## src/design/crq_pkg.sv

```systemverilog
// Constants and types of the implicit request queues block.
// Assumes one system clock domain and word-indexed Avalon-MM addressing.
package crq_pkg;

   localparam int unsigned ADDR_W = 4;
   localparam int unsigned DATA_W = 32;
   localparam int unsigned PRIO_W = 8;
   localparam int unsigned IRQ_W  = 4;

   // Register word indices; byte address is four times the index
   localparam logic [3:0] IDX_NODE0       = 4'h0;
   localparam logic [3:0] IDX_NODE3       = 4'h3;
   localparam logic [3:0] IDX_ARB_CTRL    = 4'h4;
   localparam logic [3:0] IDX_GLOBAL_CTRL = 4'h5;
   localparam logic [3:0] IDX_ARB_STATUS  = 4'h6;
   localparam logic [3:0] IDX_IRQ_STATUS  = 4'h7;
   localparam logic [3:0] IDX_IRQ_MASK    = 4'h8;

   // Node word layout
   localparam int unsigned NODE_PRIO_LSB = 0;
   localparam int unsigned NODE_TOS_LSB  = 10;
   localparam int unsigned NODE_EN_BIT   = 12;
   localparam int unsigned NODE_PEND_BIT = 13;

   localparam logic [1:0] TOS_CPU    = 2'h0;
   localparam logic [1:0] TOS_SELF   = 2'h1;
   localparam logic       EN_FIXED   = 1'b1;

   // Arbitration control: cycles per round minus one, one-clock cycles
   localparam int unsigned ARB_CNT_LSB = 0;
   localparam int unsigned ARB_ONE_BIT = 2;
   localparam logic [2:0]  ARB_CTRL_RST = 3'h4;

   // Global control: error request priority
   localparam int unsigned ERR_PRIO_LSB = 0;
   localparam logic [7:0]  ERR_PRIO_RST = 8'h00;

   // Arbitration status layout
   localparam int unsigned ST_WIN_LSB    = 0;
   localparam int unsigned ST_WIN_VALID  = 8;
   localparam int unsigned ST_SELF_FULL  = 9;
   localparam int unsigned ST_CPU_FULL   = 10;
   localparam int unsigned ST_STALL      = 11;
   localparam int unsigned ST_SPECIAL    = 12;
   localparam int unsigned ST_SRC_LSB    = 16;

   // Interrupt status bits
   localparam int unsigned IRQ_CPU_FULL  = 0;
   localparam int unsigned IRQ_SELF_FULL = 1;
   localparam int unsigned IRQ_STALL     = 2;
   localparam int unsigned IRQ_SPECIAL   = 3;
   localparam logic [3:0]  IRQ_MASK_RST  = 4'h0;

   // Arbitration winner source
   localparam logic [1:0] SRC_NODE2 = 2'h0;
   localparam logic [1:0] SRC_NODE3 = 2'h1;
   localparam logic [1:0] SRC_EXT   = 2'h2;

   typedef enum logic [1:0] {
      ARB_IDLE,
      ARB_RUN,
      ARB_HOLD
   } crq_arb_e;

   typedef struct packed {
      logic             pend;
      logic [PRIO_W-1:0] prio;
   } crq_node_s;

   typedef struct packed {
      logic             from_error;
      logic             int_bit;
      logic             cond_true;
      logic [1:0]       target;
      logic [PRIO_W-1:0] prio;
   } crq_post_s;

endpackage

```

## src/design/crq_request_queues.sv

```systemverilog
// Implicit request nodes, their two queues and the coprocessor arbiter.
// Assumes the kernel holds post_req until post_ack and that the CPU
// arbiter and kernel_accept are single-cycle pulses on clk.
//
// The placing of the registers and register access over Avalon-MM were decided locally.
`timescale 1ns/1ps
`default_nettype none

module crq_request_queues (
   input  wire logic                          clk,
   input  wire logic                          rst_n,
   input  wire logic [crq_pkg::ADDR_W-1:0]    avs_address,
   input  wire logic                          avs_read,
   input  wire logic                          avs_write,
   input  wire logic [crq_pkg::DATA_W-1:0]    avs_writedata,
   input  wire logic [3:0]                    avs_byteenable,
   output var  logic [crq_pkg::DATA_W-1:0]    avs_readdata,
   output logic                               avs_waitrequest,
   input  wire logic                          post_req,
   input  wire crq_pkg::crq_post_s            post_info,
   output logic                               post_ack,
   output logic                               kernel_stall,
   output logic                               cpu_queue_full,
   output logic                               self_queue_full,
   output var  crq_pkg::crq_node_s [1:0]      cpu_nodes,
   input  wire logic [1:0]                    cpu_ack,
   input  wire logic                          ext_req,
   input  wire logic [crq_pkg::PRIO_W-1:0]    ext_prio,
   output logic                               ext_ack,
   input  wire logic                          kernel_accept,
   output var  logic                          winner_valid,
   output var  logic [crq_pkg::PRIO_W-1:0]    pending_winner_priority,
   output var  logic [1:0]                    winner_src,
   output logic                               irq
);

   // Lowest free entry of a two-entry queue, one-hot
   function automatic logic [1:0] first_free(input logic [1:0] pend);
      logic [1:0] slot;
      slot = 2'h0;
      if (!pend[0])
         slot = 2'h1;
      else if (!pend[1])
         slot = 2'h2;
      return slot;
   endfunction

   function automatic logic [31:0] node_word(input crq_pkg::crq_node_s n,
                                             input logic [1:0] service_target_select);
      logic [31:0] w;
      w = 32'h0;
      w[crq_pkg::NODE_PRIO_LSB +: crq_pkg::PRIO_W] = n.prio;
      w[crq_pkg::NODE_TOS_LSB +: 2] = service_target_select;
      w[crq_pkg::NODE_EN_BIT] = crq_pkg::EN_FIXED;
      w[crq_pkg::NODE_PEND_BIT] = n.pend;
      return w;
   endfunction

   crq_pkg::crq_node_s [3:0]     node_ff;
   crq_pkg::crq_node_s [3:0]     nxt_node;
   logic [3:0]                   pend;
   logic [3:0]                   set_vec;
   logic [3:0]                   clr_vec;

   logic [2:0]                   arb_ctrl_ff;
   logic [crq_pkg::PRIO_W-1:0]   err_prio_ff;
   logic [crq_pkg::IRQ_W-1:0]    irq_status_ff;
   logic [crq_pkg::IRQ_W-1:0]    nxt_irq_status;
   logic [crq_pkg::IRQ_W-1:0]    irq_mask_ff;
   logic [crq_pkg::IRQ_W-1:0]    events;
   logic [crq_pkg::IRQ_W-1:0]    rd_clr_bits_ff;

   crq_pkg::crq_arb_e            arb_state_ff;
   crq_pkg::crq_arb_e            nxt_arb_state;
   logic [1:0]                   arb_cyc_ff;
   logic [1:0]                   nxt_arb_cyc;
   logic                         arb_half_ff;
   logic                         nxt_arb_half;
   logic                         special_ff;
   logic                         nxt_special;
   logic [1:0]                   nxt_win_src;
   logic [crq_pkg::PRIO_W-1:0]   nxt_win_prio;
   logic                         self_full_q_ff;
   logic                         cpu_full_q_ff;
   logic                         stall_q_ff;

   logic                         done_ff;
   logic [crq_pkg::DATA_W-1:0]   rd_mux;

   // Node pending vector and the queue full indications
   genvar g;
   for (g = 0; g < 4; g++) begin : g_pend
      assign pend[g] = node_ff[g].pend;
   end

   assign cpu_queue_full  = pend[0] & pend[1];
   assign self_queue_full = pend[2] & pend[3];
   assign cpu_nodes       = node_ff[1:0];

   // Posting path from the kernel
   wire post_valid = post_info.from_error
                   | (post_info.int_bit & post_info.cond_true);
   wire post_to_self = ~post_info.from_error
                     & (post_info.target == crq_pkg::TOS_SELF);
   wire [crq_pkg::PRIO_W-1:0] post_prio = post_info.from_error
                     ? err_prio_ff : post_info.prio;
   // Only the queue actually addressed can hold the kernel
   wire tgt_full = post_to_self ? self_queue_full : cpu_queue_full;
   assign kernel_stall = post_req & post_valid & tgt_full;
   assign post_ack     = post_req & ~kernel_stall;
   wire do_post = post_req & post_valid & ~tgt_full;

   wire [1:0] cpu_slot  = first_free(pend[1:0]);
   wire [1:0] self_slot = first_free(pend[3:2]);
   assign set_vec = !do_post ? 4'h0
                  : post_to_self ? {self_slot, 2'h0}
                  : {2'h0, cpu_slot};

   // Arbiter decode
   wire self_full_rise = self_queue_full & ~self_full_q_ff;
   wire excl_ext       = self_queue_full | special_ff;
   wire any_req  = pend[2] | pend[3] | (ext_req & ~self_queue_full);
   wire [1:0] cyc_cfg = arb_ctrl_ff[crq_pkg::ARB_CNT_LSB +: 2];
   wire one_cfg  = arb_ctrl_ff[crq_pkg::ARB_ONE_BIT];
   wire clk_last = one_cfg | arb_half_ff;
   wire round_last = (arb_cyc_ff == cyc_cfg) & clk_last;
   wire accept = (arb_state_ff == crq_pkg::ARB_HOLD) & kernel_accept;
   // Winner source decode shared by restart and acknowledges;
   // registered, so it stays steady through the whole hold
   wire win_ext   = winner_src == crq_pkg::SRC_EXT;
   wire win_node2 = winner_src == crq_pkg::SRC_NODE2;
   wire win_node3 = winner_src == crq_pkg::SRC_NODE3;
   // A full self queue voids a round that an external source may win
   wire restart = self_full_rise
                & ((arb_state_ff == crq_pkg::ARB_RUN)
                 | ((arb_state_ff == crq_pkg::ARB_HOLD)
                  & win_ext
                  & ~accept));
   assign ext_ack = accept & win_ext;
   assign clr_vec = {accept & win_node3,
                     accept & win_node2,
                     cpu_ack};

   // Highest priority among participants; ties go to the lower node
   logic                       sel_ok;
   logic [1:0]                 sel_src;
   logic [crq_pkg::PRIO_W-1:0] sel_prio;
   always_comb begin
      sel_ok   = 1'b0;
      sel_src  = crq_pkg::SRC_NODE2;
      sel_prio = '0;
      if (pend[2]) begin
         sel_ok   = 1'b1;
         sel_prio = node_ff[2].prio;
      end
      if (pend[3] && (!sel_ok || node_ff[3].prio > sel_prio)) begin
         sel_ok   = 1'b1;
         sel_src  = crq_pkg::SRC_NODE3;
         sel_prio = node_ff[3].prio;
      end
      // Ties lose to self nodes; high self priorities keep the queue short
      if (ext_req && !excl_ext
          && (!sel_ok || ext_prio > sel_prio)) begin
         sel_ok   = 1'b1;
         sel_src  = crq_pkg::SRC_EXT;
         sel_prio = ext_prio;
      end
   end

   always_comb begin
      nxt_arb_state = arb_state_ff;
      nxt_arb_cyc   = arb_cyc_ff;
      nxt_arb_half  = arb_half_ff;
      nxt_special   = special_ff;
      nxt_win_src   = winner_src;
      nxt_win_prio  = pending_winner_priority;
      case (arb_state_ff)
         crq_pkg::ARB_IDLE: begin
            if (any_req) begin
               nxt_arb_state = crq_pkg::ARB_RUN;
               nxt_arb_cyc   = 2'h0;
               nxt_arb_half  = 1'b0;
               nxt_special   = self_queue_full;
            end
         end
         crq_pkg::ARB_RUN: begin
            if (restart) begin
               nxt_arb_cyc  = 2'h0;
               nxt_arb_half = 1'b0;
               nxt_special  = 1'b1;
            end else if (round_last) begin
               nxt_arb_state = sel_ok ? crq_pkg::ARB_HOLD
                                      : crq_pkg::ARB_IDLE;
               nxt_win_src   = sel_src;
               nxt_win_prio  = sel_prio;
            end else if (clk_last) begin
               nxt_arb_cyc  = 2'(arb_cyc_ff + 2'h1);
               nxt_arb_half = 1'b0;
            end else begin
               nxt_arb_half = 1'b1;
            end
         end
         crq_pkg::ARB_HOLD: begin
            if (accept) begin
               nxt_arb_state = crq_pkg::ARB_IDLE;
               nxt_special   = 1'b0;
            end else if (restart) begin
               nxt_arb_state = crq_pkg::ARB_RUN;
               nxt_arb_cyc   = 2'h0;
               nxt_arb_half  = 1'b0;
               nxt_special   = 1'b1;
            end
         end
         default: begin
            nxt_arb_state = crq_pkg::ARB_IDLE;
         end
      endcase
   end

   wire enter_special = nxt_special & (nxt_arb_state == crq_pkg::ARB_RUN)
                      & ((arb_state_ff == crq_pkg::ARB_IDLE) | restart);

   // Node update: a set always wins over an acknowledge
   always_comb begin
      for (int i = 0; i < 4; i++) begin
         nxt_node[i].pend = set_vec[i] | (pend[i] & ~clr_vec[i]);
         nxt_node[i].prio = set_vec[i] ? post_prio
                                       : node_ff[i].prio;
      end
   end

   always_ff @(posedge clk or negedge rst_n) begin
      if (!rst_n) begin
         node_ff <= '0;
      end else begin
         node_ff <= nxt_node;
      end
   end

   always_ff @(posedge clk or negedge rst_n) begin
      if (!rst_n) begin
         arb_state_ff            <= crq_pkg::ARB_IDLE;
         arb_cyc_ff              <= 2'h0;
         arb_half_ff             <= 1'b0;
         special_ff              <= 1'b0;
         winner_src              <= crq_pkg::SRC_NODE2;
         pending_winner_priority <= '0;
         winner_valid            <= 1'b0;
      end else begin
         arb_state_ff            <= nxt_arb_state;
         arb_cyc_ff              <= nxt_arb_cyc;
         arb_half_ff             <= nxt_arb_half;
         special_ff              <= nxt_special;
         winner_src              <= nxt_win_src;
         pending_winner_priority <= nxt_win_prio;
         winner_valid            <= nxt_arb_state == crq_pkg::ARB_HOLD;
      end
   end

   // Interrupt events, edge detected
   assign events[crq_pkg::IRQ_CPU_FULL]  = cpu_queue_full & ~cpu_full_q_ff;
   assign events[crq_pkg::IRQ_SELF_FULL] = self_full_rise;
   assign events[crq_pkg::IRQ_STALL]     = kernel_stall & ~stall_q_ff;
   assign events[crq_pkg::IRQ_SPECIAL]   = enter_special;

   // Avalon slave: one wait state, answer on the second cycle
   wire bus_req = avs_read | avs_write;
   assign avs_waitrequest = bus_req & ~done_ff;
   wire first_cyc = bus_req & ~done_ff;
   wire wr_take   = avs_write & done_ff & avs_byteenable[0];
   wire rd_status = avs_read & done_ff
                  & (avs_address == crq_pkg::IDX_IRQ_STATUS);
   // Only bits already shown to software are cleared by the read
   assign nxt_irq_status = events
                         | (irq_status_ff
                            & ~(rd_status ? rd_clr_bits_ff : 4'h0));
   assign irq = |(irq_status_ff & irq_mask_ff);

   logic [31:0] arb_status_word;
   always_comb begin
      arb_status_word = 32'h0;
      arb_status_word[crq_pkg::ST_WIN_LSB +: crq_pkg::PRIO_W] =
         pending_winner_priority;
      arb_status_word[crq_pkg::ST_WIN_VALID] = winner_valid;
      arb_status_word[crq_pkg::ST_SELF_FULL] = self_queue_full;
      arb_status_word[crq_pkg::ST_CPU_FULL]  = cpu_queue_full;
      arb_status_word[crq_pkg::ST_STALL]     = kernel_stall;
      arb_status_word[crq_pkg::ST_SPECIAL]   = special_ff;
      arb_status_word[crq_pkg::ST_SRC_LSB +: 2] = winner_src;
   end

   always_comb begin
      case (avs_address)
         4'h0:    rd_mux = node_word(node_ff[0], crq_pkg::TOS_CPU);
         4'h1:    rd_mux = node_word(node_ff[1], crq_pkg::TOS_CPU);
         4'h2:    rd_mux = node_word(node_ff[2], crq_pkg::TOS_SELF);
         4'h3:    rd_mux = node_word(node_ff[3], crq_pkg::TOS_SELF);
         crq_pkg::IDX_ARB_CTRL:    rd_mux = {29'h0, arb_ctrl_ff};
         crq_pkg::IDX_GLOBAL_CTRL: rd_mux = {24'h0, err_prio_ff};
         crq_pkg::IDX_ARB_STATUS:  rd_mux = arb_status_word;
         crq_pkg::IDX_IRQ_STATUS:  rd_mux = {28'h0, irq_status_ff};
         crq_pkg::IDX_IRQ_MASK:    rd_mux = {28'h0, irq_mask_ff};
         default:                  rd_mux = 32'h0;
      endcase
   end

   always_ff @(posedge clk or negedge rst_n) begin
      if (!rst_n) begin
         done_ff        <= 1'b0;
         avs_readdata   <= 32'h0;
         rd_clr_bits_ff <= 4'h0;
      end else begin
         done_ff <= first_cyc;
         if (first_cyc && avs_read) begin
            avs_readdata   <= rd_mux;
            rd_clr_bits_ff <= irq_status_ff;
         end
      end
   end

   // Node words are absent here: software writes to them do nothing
   always_ff @(posedge clk or negedge rst_n) begin
      if (!rst_n) begin
         arb_ctrl_ff <= crq_pkg::ARB_CTRL_RST;
         err_prio_ff <= crq_pkg::ERR_PRIO_RST;
         irq_mask_ff <= crq_pkg::IRQ_MASK_RST;
      end else if (wr_take) begin
         if (avs_address == crq_pkg::IDX_ARB_CTRL)
            arb_ctrl_ff <= avs_writedata[2:0];
         if (avs_address == crq_pkg::IDX_GLOBAL_CTRL)
            err_prio_ff <= avs_writedata[7:0];
         if (avs_address == crq_pkg::IDX_IRQ_MASK)
            irq_mask_ff <= avs_writedata[3:0];
      end
   end

   always_ff @(posedge clk or negedge rst_n) begin
      if (!rst_n) begin
         irq_status_ff  <= 4'h0;
         self_full_q_ff <= 1'b0;
         cpu_full_q_ff  <= 1'b0;
         stall_q_ff     <= 1'b0;
      end else begin
         irq_status_ff  <= nxt_irq_status;
         self_full_q_ff <= self_queue_full;
         cpu_full_q_ff  <= cpu_queue_full;
         stall_q_ff     <= kernel_stall;
      end
   end

endmodule

`default_nettype wire

```

## config.mk

```make
export PLATFORM = sky130hd
export DESIGN_NAME = crq_request_queues
export DESIGN_NICKNAME = d
export VERILOG_FILES = /design/src/design/crq_pkg.sv /design/src/design/crq_request_queues.sv
export SDC_FILE = /design/constraint.sdc
export NUM_CORES = 1
export LEC_CHECK = 0
export BUFFER_PORTS_ARGS = -buffer_cell sky130_fd_sc_hd__buf_2
export CAP_MARGIN = 20
export CORE_MARGIN = 2
export CORE_UTILIZATION = 57
export DETAILED_ROUTE_END_ITERATION = 7
export GPL_ROUTABILITY_DRIVEN = 0
export PLACE_DENSITY = 0.85
export SETUP_SLACK_MARGIN = 0.3
export SLEW_MARGIN = 25
export SYNTH_ARGS = -nofsm -noshare
export SYNTH_HDL_FRONTEND = slang
export SYNTH_SLANG_ARGS = --single-unit
export TNS_END_PERCENT = 50
```

## constraint.sdc

```tcl
create_clock -name clk -period 10.6 [get_ports clk]
set_input_delay 2.12 -clock clk [delete_from_list [all_inputs] [get_ports clk]]
set_output_delay 2.12 -clock clk [all_outputs]
set_load 0.05 [all_outputs]
```

# After elaboration in Yosys (flattened, before gate mapping)
# Index checks and enable logic that the tools add are counted.
# totals
mem_bits_rw,0
rom_bits,0
reg_bits,112
latch_bits,0
n_memories,0
# op_classes
add_sub_neg,1
bitwise,61
multipliers,0
shifts,0
n_eq_ne,21
mux,43
order_cmp,2
n_div,0
n_reduce_logical,20
# op_table
cell,n
one-hot mux 18 bit (9 select lines),1
2-to-1 mux 2 bit,17
2-to-1 mux 8 bit,4
bitwise AND 1 bit,31
"== test 4 x 3 -> 1 bit, second input constant",4
> comparator 8 bit,2
2-to-1 mux 1 bit,14
inverter 1 bit,14
2-to-1 mux 4 bit,3
OR 1 bit,12
one-hot mux 2 bit (3 select lines),2
bitwise AND 4 bit,2
"== test 2 x 1 -> 1 bit, second input constant",4
"== test 4 x 2 -> 1 bit, second input constant",2
"== test 2 bit, second input constant",3
"inequality test 2 bit, second input constant",3
"inequality test 3 bit, second input constant",2
one-hot mux 1 bit (3 select lines),2
AND reduction 2 bit,3
AND reduction 6 bit,1
AND reduction 5 bit,1
"== test 4 x 1 -> 1 bit, second input constant",1
"== test 4 bit, second input constant",1
logical AND 1 bit,4
11 further kinds,15

# Longest topological paths before layout
# logic_depth
word_depth,17
depth_mapped,18
depth_no_buf,14

# Worst setup path after synthesis
# No wires, ideal clock.
# synth_timing
path_kind,input to output
from,in post_info[12] in the netlist's numbering
to,out post_ack
n_path_buf,1
slack_ps,5200
path_stages,5
arrival_time_ps,3280
cell_sequence,buf_2 > nor3b_2 > o21ai_0 > nand3_1 > and2_1
# synth_via
elab_chain_len,6
word_cells_on_any_way,8
classes_between,mux (1); bitwise (7)
# synth_lines
item,line_no,rtl
"start, declared",crq_request_queues.sv:20,"input wire crq_pkg::crq_post_s post_info,"
inverter 1 bit,crq_request_queues.sv:103,wire post_to_self = ~post_info.from_error
bitwise AND 1 bit,crq_request_queues.sv:104,& (post_info.target == crq_pkg::TOS_SELF);
2-to-1 mux 1 bit,crq_request_queues.sv:108,wire tgt_full = post_to_self ? self_queue_full : cpu_queue_full;
bitwise AND 1 bit *,crq_request_queues.sv:109,assign kernel_stall = post_req & post_valid & tgt_full;
inverter 1 bit *,crq_request_queues.sv:110,assign post_ack = post_req & ~kernel_stall;
bitwise AND 1 bit *,crq_request_queues.sv:110,
"end, declared",crq_request_queues.sv:21,"output logic post_ack,"
# Mark *: on every way between the ends. The rest lies on a longest branch, timed or not.

# Worst setup path after layout
# Same ends and word-level chain as after synthesis.

==> qor.yml <==
clock_sinks: 96
synthTopCellsByArea: "dfrtp_1 46%, mux2_2 5.4%, buf_4 4.9%"
start_util_pct: 59.12
totalWireLength_um: 13460
synth_edf_count: 0
hold_path_class: "register to register"
clk_latency_ns: 0.37
overflow: 0
dieArea_um2: 9868
worst_r2r_endpoint: "pending_winner_priority[1]"
cp-start-kind: "input port"
cp-end-kind: "primary output"
coreArea_um2: 8763
yosys_register_bits: 96
worstSetupPathType: "input port to primary output"
reg2reg_depth: 14
yosysTopAreaCell: "dfrtp_1"
synth-main-ff-cell: "dfrtp_1"
slew_headroom_pct: 36.66
dr.first_iter.drc_count: 344
diodes: 0
worstMarginPinSlew_ns: 0.9501
status: "finished clean"
yosysTopAreaCellShare_pct: 45.88
min-delay-start: "cpu_full_q_ff"
p_leak_nw: 2.780
wl_per_cell_um: 19.34
finalMaxSlewViolations: 0
cap_violations: 0
antenna_found_initial: 0
whs_ns: 0.4524
yosysUniqueCellTypes: 52
clkSlewWorstSetupHoldPaths_ns: 0.09
drc: 0
rows: 34
nets: 669
dr_total_vias: 4394
power_density_nw_per_um2: 263.8
cts_tree: "done"
die_h_um: 99.34
via_per_inst: 6.313
antenna_left: 0
area_delta_synth_final_pct: 10.65
rrSetupSlack_ns: 6.00
path_max_fanout: 10
finalCritPeriodShare_pct: 52.68
tns_ns: 0
post_cts_resized: 0
syn_avg_cell_area_um2: 9.945
min_delay_path_depth: 1
htreeDepth: 3
cts_buffers: 9
portBuffers: 94
ctsHoldBuffers: 0
hold_violations: 0
synthArstFlopShare_pct: 100.0
ys_warn_count: 0
place.detailed.hpwl_um: 9875
crit_required_ns: 8.48
cts_max_path_buffers: 2
die_x_um: 99.34
postCtsSetupBuffers: 0
grt_max_degree: 62
setup_viol: 0
grt_use_total_pct: 27.56
num_io_pins: 138
cp.arrival_ns: 3.46
grt_pass1_wl_um: 21450
r2r_start: "node_ff[26]"
drtPass1Iterations: 6
postSynthCellCount: 521
layout_min_cycle_time_ns: 5.584
grt_pass1_vias: 4206
seq_area_frac_synth_pct: 46.39
cts_root_buffer: "clkbuf_8"
syn_area_um2: 5181
rsz0062_at_grt: "false"
skew_ns: 0.008559
hold_path_end: "irq_status_ff[0]"
nFillCells: 671
max_freq_mhz: 179.1
ir_worst_vdd_mv: 0.09244
drive_gt1_share_pct: 25.51
==> flip-flops by register name (all words and copies together) (netlist names), 2 cells and up <==
register	flops
cpu_nodes	18
arb_state_ff	2
err_prio_ff	8
avs_readdata	16
arb_ctrl_ff	3
rd_clr_bits_ff	4
node_ff	18
pending_winner_priority	8
irq_status_ff	4
winner_src	2
irq_mask_ff	4
arb_cyc_ff	2
==> final cells by class <==
type | instances | area, um^2 | share of cell area, %
Clock inverter | 4 | 76.32 | 1.331
Timing Repair Buffer | 95 | 480.5 | 8.381
Multi-Input combinational cell | 360 | 2404 | 41.92
Sequential cell | 96 | 2404 | 41.92
Tap cell | 108 | 135.1 | 2.357
Inverter | 21 | 78.83 | 1.375
Clock buffer | 12 | 155.1 | 2.706
==> power by group <==
group	switching (mW)	internal, mW	leakage [nW]
clock network	0.128	0.146	0.113
registers	0.125	0.461	1.22
logic	0.443	0.209	1.45
total	0.696	0.817	2.78
==> Yosys cell counts (all sizes together) (12+ instances only) <==
cell and count:
buf 40, nor2 38, a21oi 30, a22o 12
o21ai 32, ha 16, mux2 25, dfrtp 95
clkbuf 19, inv 21, a22oi 15, nand2 56
==> per-layer routing <==
| metal | vias to the layer above | global-route usage (%) | part of all wire, % |
|---|---|---|---|
| met5 | - | 0 | 0 |
| met4 | 0 | 9.062 | 3.3 |
| met3 | 46 | 6.114 | 8.4 |
| met2 | 261 | 44.91 | 48 |
| met1 | 2139 | 36.93 | 40 |
| li1 | 1948 | - | - |
==> worst max-delay path by stage <==
stage / start / to / slack [ns] / cells past startpoint
2_1_floorplan: post_info[12] / post_ack / 5.20 / 5
3_3_place_gp: post_info[12] / post_ack / 5.12 / 7
3_5_place_dp: post_info[12] / post_ack / 5.07 / 7
4_1_cts: post_info[12] / post_ack / 5.07 / 7
5_1_grt: post_info[12] / post_ack / 4.90 / 7
6_report: post_info[12] / post_ack / 5.02 / 7
==> logic make-up (layout without fill, tap and decap cells) <==
group           count (synthesis)  in the layout  share of synthesized area [%]
simple gates                  150            150                          14.10
compound gates                137            137                          17.46
mux                            39             39                          9.346
buf+inv                        80            132                          8.428
other cells                     1             16                        0.07238
fa+ha+maj                      16             16                          3.864
xor+xnor                        2              2                         0.3381
flops                          96             96                          46.39
==> placed cells by master (no fill, tap or decap), drive strengths merged, types with 3 or more instances in the layout <==
| cell type | n |
|---|---|
| dfrtp | 95 |
| clkbuf | 12 |
| mux4 | 5 |
| nand2b | 3 |
| mux2i | 9 |
| nor3 | 7 |
| o211ai | 4 |
| o21ai | 32 |
| or3 | 4 |
| mux2 | 25 |
| o31ai | 3 |
| o22ai | 9 |
| nor2b | 8 |
| nor2 | 38 |
| ha | 16 |
| nand2 | 56 |
| a22oi | 15 |
| inv | 21 |
| a22o | 12 |
| nor3b | 5 |
| a21oi | 30 |
| o221ai | 8 |
| a211oi | 3 |
| buf | 95 |
| a21o | 6 |
| nand3 | 11 |
| a32oi | 9 |
| and2 | 4 |
| nand4 | 4 |
| conb | 16 |
==> per-stage QoR <==
step           total power, mW  worst slack [ns]  area [um^2]  utilization (%)  std cells
5_1_grt                  1.589             4.903         5733            65.42        696
2_1_floorplan            1.072             5.200         5238                -        536
3_5_place_dp             1.225             5.069         5495            62.71        680
6_report                 1.512             5.016         5733            65.42        696
4_1_cts                  1.498             5.068         5727            65.35        696
3_3_place_gp             1.192             5.122         5495            62.71        680
==> critical path, cell delays in order <==
cell and delay (ns):
buf_2 0.21, nor3b_2 0.43, nand2_1 0.10, o21ai_0 0.08, nand3_1 0.14, and2_1 0.18
buf_2 0.20
Power figures use the tool's default switching activity.
